--- config.mk ---
export PLATFORM = sky130hd
export DESIGN_NAME = dsc_core
export DESIGN_NICKNAME = d
export VERILOG_FILES = /design/src/core/dsc_core_end.sv /design/src/core/dsc_pkg.sv /design/src/core/dsc_core.sv
export VERILOG_INCLUDE_DIRS = /design/src /design/src/core
export SDC_FILE = /design/constraint.sdc
export NUM_CORES = 1
export LEC_CHECK = 0
export BUFFER_PORTS_ARGS = -buffer_cell sky130_fd_sc_hd__buf_2
export CAP_MARGIN = 20
export CORE_MARGIN = 2
export CORE_UTILIZATION = 40
export CTS_CLUSTER_DIAMETER = 30
export DETAILED_ROUTE_END_ITERATION = 10
export PLACE_DENSITY_LB_ADDON = 0.25
export SYNTH_ARGS = -nofsm -noshare
export SYNTH_HDL_FRONTEND = slang
export SYNTH_SLANG_ARGS = --single-unit
export TNS_END_PERCENT = 5
--- constraint.sdc ---
create_clock -name CLK_SYS -period 1.3 [get_ports CLK_SYS]
set_input_delay 0.13 -clock CLK_SYS [delete_from_list [all_inputs] [get_ports CLK_SYS]]
set_output_delay 0.13 -clock CLK_SYS [all_outputs]
set_load 0.03 [all_outputs]
--- src/core/dsc_params.svh ---
// constants for the drive sequencer command and status block
`ifndef DSC_PARAMS_SVH
`define DSC_PARAMS_SVH
`define DSC_C_SWON 0
`define DSC_C_ENVOLT 1
`define DSC_C_NQS 2
`define DSC_C_ENOP 3
`define DSC_C_FRST 7
`define DSC_C_NETCMD 10
`define DSC_C_NETREF 11
`define DSC_C_JOG 12
`define DSC_C_REV 13
`define DSC_C_AUTOI 14
`define DSC_C_EDGEOP 15
`define DSC_S_RDY 0
`define DSC_S_SWON 1
`define DSC_S_OPEN 2
`define DSC_S_FLT 3
`define DSC_S_VOLT 4
`define DSC_S_NQS 5
`define DSC_S_DIS 6
`define DSC_S_NET 9
`define DSC_S_JOG 12
`define DSC_S_REV 13
`define DSC_S_REF 14
`define DSC_S_STOP 15
`define DSC_SAFE_MASK 16'h0007
`define DSC_CMD_RST 16'h0000
`define DSC_STAT_RST 16'h0000
`endif

--- src/core/dsc_core_end.sv ---
// spare design unit: the whole block sits in dsc_core

--- src/core/dsc_pkg.sv ---
// types for the drive sequencer command and status block
`default_nettype none
package dsc_pkg;
	typedef enum logic [2:0] { // RQ25
		DSC_NOT_READY = 3'b000,
		DSC_SW_DISABLED = 3'b001,
		DSC_READY = 3'b010,
		DSC_SWITCHED_ON = 3'b011,
		DSC_OP_ENABLED = 3'b100,
		DSC_QSTOP = 3'b101,
		DSC_FAULT_REACT = 3'b110,
		DSC_FAULTED = 3'b111
	} dsc_state_t;
	typedef enum logic [1:0] {
		DSC_SRC_APP = 2'b00,
		DSC_SRC_NET = 2'b01,
		DSC_SRC_KEYPAD = 2'b10
	} dsc_src_t;
	typedef struct packed {
		logic edge_run_required;
		logic auto_init;
		logic reverse;
		logic jog;
		logic net_ref;
		logic net_cmd;
		logic [1:0] spare;
		logic fault_reset;
		logic [2:0] ramp_ctl;
		logic enable_op;
		logic emergency_stop_inhibit;
		logic coast_stop_inhibit;
		logic power_up_request;
	} dsc_cmd_t;
endpackage : dsc_pkg
`default_nettype wire

--- src/core/dsc_core.sv ---
// sequencer command word selection, command decode and status word
// Overview of operation
// RQ1 - effective command is read-only, taken from network, application or keypad
// RQ2 - network word used with bits 0 to 2 ANDed with application word
// RQ3 - application channel passes the application word straight through
// RQ4 - keypad supplies the word except bits 0 to 2 from application
// RQ5 - bit 0 one requests switch on, zero withdraws it
// RQ6 - bit 1 zero commands coast stop by removing voltage enable
// RQ7 - bit 2 zero commands emergency quickstop
// RQ8 - controller writes ones to reserved ramp bits 4, 5 and 6
// RQ9 - trips reset only on a rising edge of bit 7
// RQ10 - bit 10 selects network command word, status bit 9 shows it
// RQ11 - bit 11 selects network reference, status bit 14 shows it
// RQ12 - bit 12 with bit 3 runs jog, status bit 12 flags it
// RQ13 - bit 13 runs reverse when enabled, status bit 13 flags it
// RQ14 - bit 14 allows disabled to ready regardless of bit 0
// RQ15 - bit 15 demands rising edge of bit 3 to enable operation
// RQ16 - controller may use the example command values for stop, run, faults
// RQ17 - status word always readable whatever the command channel
// RQ18 - status bit 0 set when initialised and not configuring
// RQ19 - status bit 1 set in switched on or operation enabled
// RQ20 - status bit 5 zero while reacting to quickstop
// RQ21 - status bit 6 set exactly in switch on disabled
// RQ22 - status bit 15 set when run withdrawn or quickstop active
// RQ23 - status bits 2, 3, 4 show running, fault, supply present
// RQ24 - command bits 8, 9 ignored; status bits 7, 8, 10, 11 zero
// RQ25 - sequencer state encoded 0 to 7 in documented order
// RQ26 - fault reset leaves faulted only when no faults remain
`timescale 1ns/1ps
`default_nettype none
`include "dsc_params.svh"
module dsc_core (
	input wire logic CLK_SYS,
	input wire logic NRST,
	input wire logic LOCAL_KEYPAD_SEL,
	input wire logic [15:0] NET_CMD,
	input wire logic [15:0] APP_CMD,
	input wire logic [15:0] LOCAL_KEYPAD_CMD,
	input wire dsc_pkg::dsc_state_t SEQ_STATE,
	input wire logic INIT_DONE,
	input wire logic CONFIG_MODE,
	input wire logic SUPPLY_SENSE,
	input wire logic FAULT_ACTIVE,
	output logic [15:0] EFFECTIVE_SEQUENCER_COMMAND,
	output logic [15:0] SEQUENCER_STATE_FLAGS,
	output dsc_pkg::dsc_src_t CMD_SOURCE,
	output logic FAULT_RESET_PULSE,
	output logic FAULT_CLEAR,
	output logic POWER_UP_REQUEST,
	output logic COAST_STOP,
	output logic EMERGENCY_STOP,
	output logic ALLOW_READY,
	output logic ENABLE_OP_GO,
	output logic NET_REF_SEL,
	output logic JOG_RUN,
	output logic REVERSE_RUN
);
	localparam logic [15:0] SAFE = `DSC_SAFE_MASK;

	dsc_pkg::dsc_src_t src_nxt;
	dsc_pkg::dsc_src_t src_r;
	logic [15:0] cmd_nxt;
	dsc_pkg::dsc_cmd_t eff_r;
	dsc_pkg::dsc_cmd_t prev_r;
	logic [15:0] stat_nxt;
	logic [15:0] stat_r;
	logic sup1_r;
	logic sup2_r;
	logic sup3_r;
	logic supply_r;
	logic fault_pulse_r;
	logic fault_clear_r;
	logic swon_r;
	logic coast_r;
	logic estop_r;
	logic allow_ready_r;
	logic op_go_r;
	logic net_ref_r;
	logic jog_r;
	logic rev_r;
	logic rise_frst;
	logic rise_enop;
	logic safe_ok;
	logic op_req;
	logic in_op;

	// channel select: keypad wins, then network when the app asks for it
	always_comb begin
		if (LOCAL_KEYPAD_SEL) begin
			src_nxt = dsc_pkg::DSC_SRC_KEYPAD;
		end else if (APP_CMD[`DSC_C_NETCMD]) begin // RQ10
			src_nxt = dsc_pkg::DSC_SRC_NET;
		end else begin
			src_nxt = dsc_pkg::DSC_SRC_APP;
		end
	end

	always_comb begin
		case (src_nxt)
			dsc_pkg::DSC_SRC_NET: begin
				cmd_nxt = (NET_CMD & ~SAFE) | (NET_CMD & APP_CMD & SAFE); // RQ2
			end
			dsc_pkg::DSC_SRC_KEYPAD: begin
				cmd_nxt = (LOCAL_KEYPAD_CMD & ~SAFE) | (APP_CMD & SAFE); // RQ4
			end
			default: begin
				cmd_nxt = APP_CMD; // RQ3
			end
		endcase
	end

	// effective word loads from the selected channel, bits 0 to 2 ANDed with (network) or taken from (keypad) the application word
	always_ff @(posedge CLK_SYS) begin
		if (!NRST) begin
			eff_r <= `DSC_CMD_RST;
			prev_r <= `DSC_CMD_RST;
			src_r <= dsc_pkg::DSC_SRC_APP;
		end else begin
			eff_r <= cmd_nxt; // RQ1
			prev_r <= eff_r;
			src_r <= src_nxt;
		end
	end

	// supply sense pin: three stages, accept when last two agree
	always_ff @(posedge CLK_SYS) begin
		if (!NRST) begin
			sup1_r <= 1'b0;
			sup2_r <= 1'b0;
			sup3_r <= 1'b0;
			supply_r <= 1'b0;
		end else begin
			sup1_r <= SUPPLY_SENSE;
			sup2_r <= sup1_r;
			sup3_r <= sup2_r;
			if (sup2_r == sup3_r) begin
				supply_r <= sup3_r;
			end
		end
	end

	// ramp bits 4..6 and spare bits 8..9 carry no decode
	assign rise_frst = eff_r.fault_reset & ~prev_r.fault_reset;
	assign rise_enop = eff_r.enable_op & ~prev_r.enable_op;
	assign safe_ok = eff_r.coast_stop_inhibit & eff_r.emergency_stop_inhibit;
	assign op_req = eff_r.edge_run_required ? rise_enop : eff_r.enable_op;
	assign in_op = (SEQ_STATE == dsc_pkg::DSC_OP_ENABLED);

	always_ff @(posedge CLK_SYS) begin
		if (!NRST) begin
			fault_pulse_r <= 1'b0;
			fault_clear_r <= 1'b0;
		end else begin
			fault_pulse_r <= rise_frst; // RQ9
			fault_clear_r <= rise_frst & ~FAULT_ACTIVE
				& (SEQ_STATE == dsc_pkg::DSC_FAULTED); // RQ26
		end
	end

	always_ff @(posedge CLK_SYS) begin
		if (!NRST) begin
			swon_r <= 1'b0;
			coast_r <= 1'b0;
			estop_r <= 1'b0;
			allow_ready_r <= 1'b0;
			op_go_r <= 1'b0;
		end else begin
			swon_r <= eff_r.power_up_request; // RQ5
			coast_r <= ~eff_r.coast_stop_inhibit; // RQ6
			estop_r <= ~eff_r.emergency_stop_inhibit; // RQ7
			allow_ready_r <= (SEQ_STATE == dsc_pkg::DSC_SW_DISABLED) & safe_ok
				& (~eff_r.power_up_request | eff_r.auto_init); // RQ14
			op_go_r <= (SEQ_STATE == dsc_pkg::DSC_SWITCHED_ON) & safe_ok
				& eff_r.power_up_request & op_req; // RQ15
		end
	end

	always_ff @(posedge CLK_SYS) begin
		if (!NRST) begin
			net_ref_r <= 1'b0;
			jog_r <= 1'b0;
			rev_r <= 1'b0;
		end else begin
			net_ref_r <= eff_r.net_ref; // RQ11
			jog_r <= eff_r.jog & eff_r.enable_op & in_op; // RQ12
			rev_r <= eff_r.reverse & eff_r.enable_op & in_op; // RQ13
		end
	end

	// status word, produced whatever the command channel; bit 9 shows the network channel
	always_comb begin
		stat_nxt = `DSC_STAT_RST; // RQ24
		stat_nxt[`DSC_S_RDY] = INIT_DONE & ~CONFIG_MODE; // RQ18
		stat_nxt[`DSC_S_SWON] = (SEQ_STATE == dsc_pkg::DSC_SWITCHED_ON) | in_op; // RQ19
		stat_nxt[`DSC_S_OPEN] = in_op; // RQ23
		stat_nxt[`DSC_S_FLT] = (SEQ_STATE == dsc_pkg::DSC_FAULT_REACT)
			| (SEQ_STATE == dsc_pkg::DSC_FAULTED); // RQ23
		stat_nxt[`DSC_S_VOLT] = supply_r; // RQ23
		stat_nxt[`DSC_S_NQS] = (SEQ_STATE != dsc_pkg::DSC_QSTOP); // RQ20
		stat_nxt[`DSC_S_DIS] = (SEQ_STATE == dsc_pkg::DSC_SW_DISABLED); // RQ21
		stat_nxt[`DSC_S_NET] = (src_r == dsc_pkg::DSC_SRC_NET); // RQ10
		stat_nxt[`DSC_S_JOG] = eff_r.jog; // RQ12
		stat_nxt[`DSC_S_REV] = eff_r.reverse; // RQ13
		stat_nxt[`DSC_S_REF] = eff_r.net_ref; // RQ11
		stat_nxt[`DSC_S_STOP] = (in_op & ~eff_r.enable_op)
			| (SEQ_STATE == dsc_pkg::DSC_QSTOP); // RQ22
	end

	always_ff @(posedge CLK_SYS) begin
		if (!NRST) begin
			stat_r <= `DSC_STAT_RST;
		end else begin
			stat_r <= stat_nxt; // RQ17
		end
	end

	assign EFFECTIVE_SEQUENCER_COMMAND = eff_r;
	assign SEQUENCER_STATE_FLAGS = stat_r;
	assign CMD_SOURCE = src_r;
	assign FAULT_RESET_PULSE = fault_pulse_r;
	assign FAULT_CLEAR = fault_clear_r;
	assign POWER_UP_REQUEST = swon_r;
	assign COAST_STOP = coast_r;
	assign EMERGENCY_STOP = estop_r;
	assign ALLOW_READY = allow_ready_r;
	assign ENABLE_OP_GO = op_go_r;
	assign NET_REF_SEL = net_ref_r;
	assign JOG_RUN = jog_r;
	assign REVERSE_RUN = rev_r;
endmodule : dsc_core
`default_nettype wire

# --- After elaboration in Yosys (flattened, before gate mapping) ---
# Index checks and enable logic that the tools add are counted.
word_totals:
  elab_cells: 78
  reg_bits: 50
op_classes:
  bitwise_logic: 31
  n_mux: 4
  n_eq_ne: 11
op_table:
  columns: ["op", "n"]
  rows:
  - ["16-bit by 3-bit OR with 16-bit output", 2]
  - ["16-bit one-hot mux with 2 select lines", 1]
  - ["1-bit AND", 16]
  - ["3-bit == test, second input constant", 4]
  - ["1-bit NOT", 8]
  - ["2-bit by 1-bit == test with 1-bit output, second input constant", 2]
  - ["1-bit OR", 4]
  - ["3-bit AND", 1]
  - ["3-bit by 1-bit == test with 1-bit output, second input constant", 1]
  - ["3-bit by 2-bit == test with 1-bit output, second input constant", 1]
  - ["3-bit != test, second input constant", 1]
  - ["2-bit == test, second input constant", 1]
  - ["1-bit two-way mux", 2]
  - ["2-bit two-way mux", 1]
  - ["1-bit == test", 1]

# --- Depth between registers and ports, before layout ---
logic_depth:
  word_depth: 4
  depth_mapped: 4
  ltp_nobuf: 2

# --- Worst setup path before layout ---
# No wires, ideal clock.
synth_path:
  path_kind: "register to register"
  startpoint: "register eff_r (netlist bit EFFECTIVE_SEQUENCER_COMMAND[2])"
  endpoint: "register op_go_r (netlist: ENABLE_OP_GO)"
  t_required_ns: 1.214
  stages_incl_launch_ff: 3
  setup_slack_ns: 0.363
  setup_ns: 0.086
  t_arrival_ns: 0.851
  cell_sequence: "dfxtp_1 nand4b_1 a211oi_1"
synth_between:
  elab_chain_len: 4
synth_lines:
  columns: ["element", "line", "text"]
  rows:
  - ["start: declaration", "dsc_core.sv:63", "dsc_pkg::dsc_cmd_t eff_r;"]
  - ["start signal: assignment", "dsc_core.sv:115", "eff_r <= `DSC_CMD_RST;"]
  - ["start signal: assignment", "dsc_core.sv:119", "eff_r <= cmd_nxt;"]
  - ["1-bit AND", "dsc_core.sv:145", "assign safe_ok = eff_r.coast_stop_inhibit & eff_r.emergency_stop_inhibit;"]
  - ["1-bit AND", "dsc_core.sv:173", "op_go_r <= (SEQ_STATE == dsc_pkg::DSC_SWITCHED_ON) & safe_ok"]
  - ["1-bit AND (2 in a row)", "dsc_core.sv:174", "& eff_r.power_up_request & op_req;"]
  - ["end signal: assignment", "dsc_core.sv:173", null]
  - ["end: declaration", "dsc_core.sv:77", "logic op_go_r;"]
# Every way passes these cells.
# A chain may end at the register's enable or synchronous reset.

# --- Final worst setup path ---
layout_path:
  startpoint: "register eff_r (netlist bit EFFECTIVE_SEQUENCER_COMMAND[3])"
  endpoint: "output EFFECTIVE_SEQUENCER_COMMAND[3]"
layout_lines:
  columns: ["element", "line", "text"]
  rows:
  - ["end: declaration", "dsc_core.sv:44", "output logic [15:0] EFFECTIVE_SEQUENCER_COMMAND,"]
# No word-level cell between the ends.

==> impl_metrics.json <==
{
  "min-delay-start": "SUPPLY_SENSE",
  "yosys_warnings": 0,
  "gp_congestion": 0.645,
  "hold_depth": 2,
  "max_stage_delay_ns": 0.41,
  "cp_num_buf_inv": 1,
  "path_class": "reg2out",
  "rr_worst_depth": 2,
  "synth_area_mm2": 0.00170,
  "worstPathCellList": "buf_2",
  "cp-start-kind": "flop",
  "cts_htree_levels": 2,
  "final_cell_mix": "buf_2, dfxtp_1, nor2b_1, mux2i_1, a211oi_2",
  "root_buffer": "clkbuf_8",
  "p_clk_share_pct": 38.9,
  "pwr-share-comb_pct": 14.5,
  "vias": 1323,
  "crit_family": "flip-flops",
  "drt_iter0_markers": 46,
  "die_height_um": 69.2,
  "grt_pass1_wl_um": 5720,
  "yosysSeqAreaShare_pct": 52.9,
  "cts-buffers-inserted": 5,
  "maxSlewViolCount": 0,
  "r2r_end": "ENABLE_OP_GO",
  "r2r-start": "EFFECTIVE_SEQUENCER_COMMAND[2]",
  "crit_start": "EFFECTIVE_SEQUENCER_COMMAND[3]",
  "power_switching_w": 0.000773,
  "clk_pin_slew_ns": 0.08,
  "outcome": "complete, no violations",
  "power_density_mw_per_mm2": 1390,
  "drc": 0,
  "die-width_um": 69.2,
  "grt_pass1_vias": 1263,
  "grt_antenna_before_repair": 0,
  "skew_ns": 0.00299,
  "synth_top_area_share_pct": 52.9,
  "reg2reg_slack_ns": 0.51,
  "p_leak_nw": 1.15,
  "final.setup.tns_ns": 0,
  "clock_sinks": 45,
  "clock_latency_ns": 0.29,
  "cp_max_fo": 5,
  "synth_area_leader_cell": "dfxtp_1",
  "hold_end": "sup1_r",
  "rows": 23,
  "ioPinCount": 102,
  "drive_above_1_share_pct": 49.6,
  "period_needed_ns": 1.06,
  "drv_cap": 0,
  "area_growth_pct": 33.7,
  "wl_um": 3470,
  "fin_util_pct": 56.1,
  "pwr-share-seq_pct": 46.6,
  "yosys.cell_types.count": 31,
  "report.final.setup_viol": 0,
  "grt_max_degree": 23,
  "wire_per_inst_um": 11.9,
  "rsz0062_at_grt": "false",
  "arrival_ns": 0.93,
  "worst_setup_path_end_kind": "output port",
  "die_area_mm2": 0.00479,
  "tritoncts": "done",
  "intPower_w": 0.00238,
  "p_sw_share_pct": 24.5,
  "critPathSlowestCell": "dfxtp_1",
  "vias_per_cell": 4.53,
  "dpl.hpwl_um": 2610,
  "core_mm2": 0.00406,
  "stdcell_count": 292,
  "ant_nets": 0,
  "syn_avg_cell_area_um2": 11.3,
  "hold_viol": 0,
  "netlist_instances": 151,
  "start_util_pct": 41.9,
  "ys_seq_elements": 45,
  "io_buffers": 94,
  "final_common_cell": "buf_2",
  "overflow": 0,
  "track_usage_pct": 14.8,
  "dp_cells": 283,
  "synthTopCellsByArea": "dfxtp_1, a211oi_2, mux2i_1, nor2b_1, buf_4",
  "fmax_ghz": 0.946,
  "timing.critical_path.required_ns": 1.17,
  "ir_drop_mv": 0.524,
  "min_path_type": "in2reg",
  "insertedDiodeCount": 0,
  "period_share_pct": 81.3,
  "nNetsFinal": 299,
  "drt_pass1_iterations": 4,
  "cts_buffer_depth": 2
}
-- through the flow --
step / hold slack [ns] / worst slack [ns] / area (um^2) / total power, W
after floorplan: 0.206 / 0.363 / 1710 / 0.00182
after global placement: 0.292 / 0.280 / 2130 / 0.00196
after detailed placement: 0.294 / 0.252 / 2130 / 0.00196
after CTS: 0.0319 / 0.216 / 2280 / 0.00319
after global routing: 0.0291 / 0.176 / 2280 / 0.00330
final: 0.0377 / 0.243 / 2280 / 0.00316
-- worst max-delay path by stage --
| stage | end | slack [ns] | depth (start not counted) |
|---|---|---|---|
| finish | EFFECTIVE_SEQUENCER_COMMAND[3] | 0.24 | 1 |
| detailed placement | EFFECTIVE_SEQUENCER_COMMAND[0] | 0.25 | 3 |
| floorplan | ENABLE_OP_GO | 0.36 | 2 |
| global placement | EFFECTIVE_SEQUENCER_COMMAND[1] | 0.28 | 3 |
| global route | EFFECTIVE_SEQUENCER_COMMAND[3] | 0.18 | 1 |
| CTS | EFFECTIVE_SEQUENCER_COMMAND[3] | 0.22 | 1 |
-- state kept, by name (all words and copies together), names as in the netlist, 2 cells and up --
register	flops
prev_r	2
SEQUENCER_STATE_FLAGS	12
EFFECTIVE_SEQUENCER_COMMAND	16
CMD_SOURCE	2
-- cells in the mapped netlist, drive strengths merged --
| cell type | instances |
|---|---|
| conb | 1 |
| o21ai | 1 |
| nor3 | 2 |
| mux2i | 12 |
| buf | 14 |
| nand2 | 5 |
| nand4bb | 1 |
| nand4 | 1 |
| dfxtp | 45 |
| inv | 6 |
| a21oi | 3 |
| and3 | 1 |
| nor2 | 7 |
| a31oi | 1 |
| a211oi | 13 |
| or3b | 1 |
| nand2b | 2 |
| and2 | 7 |
| nand4b | 2 |
| nor2b | 14 |
| nand3b | 2 |
| nor3b | 5 |
| clkbuf | 2 |
| o211a | 3 |
-- layout make-up --
class / count / area, um^2
clock buffers: 5 / 68.8
well taps: 50 / 62.6
flip-flops and latches: 45 / 901
repair buffers: 96 / 488
fillers: 345 / 1780
inverters: 6 / 25.0
multi-input cells: 87 / 666
clock inverters: 3 / 65.1
-- logic make-up (layout without fill, tap and decap cells) --
logic type	count (synthesis)	after routing	synth area share (%)
compound gates	21	21	12.8
flops	45	45	52.9
simple gates	50	50	18.4
buf+inv	22	110	8.60
mux	12	12	7.06
other cells	1	4	0.220
-- timing repair --
action	4_1_cts	5_1_grt
buffers inserted	0	0
hold endpoints to repair	1	0
setup endpoints to repair	0	0
hold buffers	1	0
gates resized for setup	0	0
-- power by group through the flow --
stage          logic [W]  registers, W  clock network [W]
2_1_floorplan   0.000213       0.00161                  0
3_3_place_gp    0.000457       0.00150                  0
3_5_place_dp    0.000460       0.00150                  0
4_1_cts         0.000463       0.00147            0.00125
5_1_grt         0.000493       0.00148            0.00133
6_report        0.000457       0.00147            0.00123
-- layer usage --
metal,vias up,track usage [%],share of wire (%)
met3,5,6.69,11
met1,568,17.9,43
li1,678,-,-
met2,72,23.4,45
met5,-,0,0
met4,0,5.23,0.98
Power figures use the tool's default switching activity.
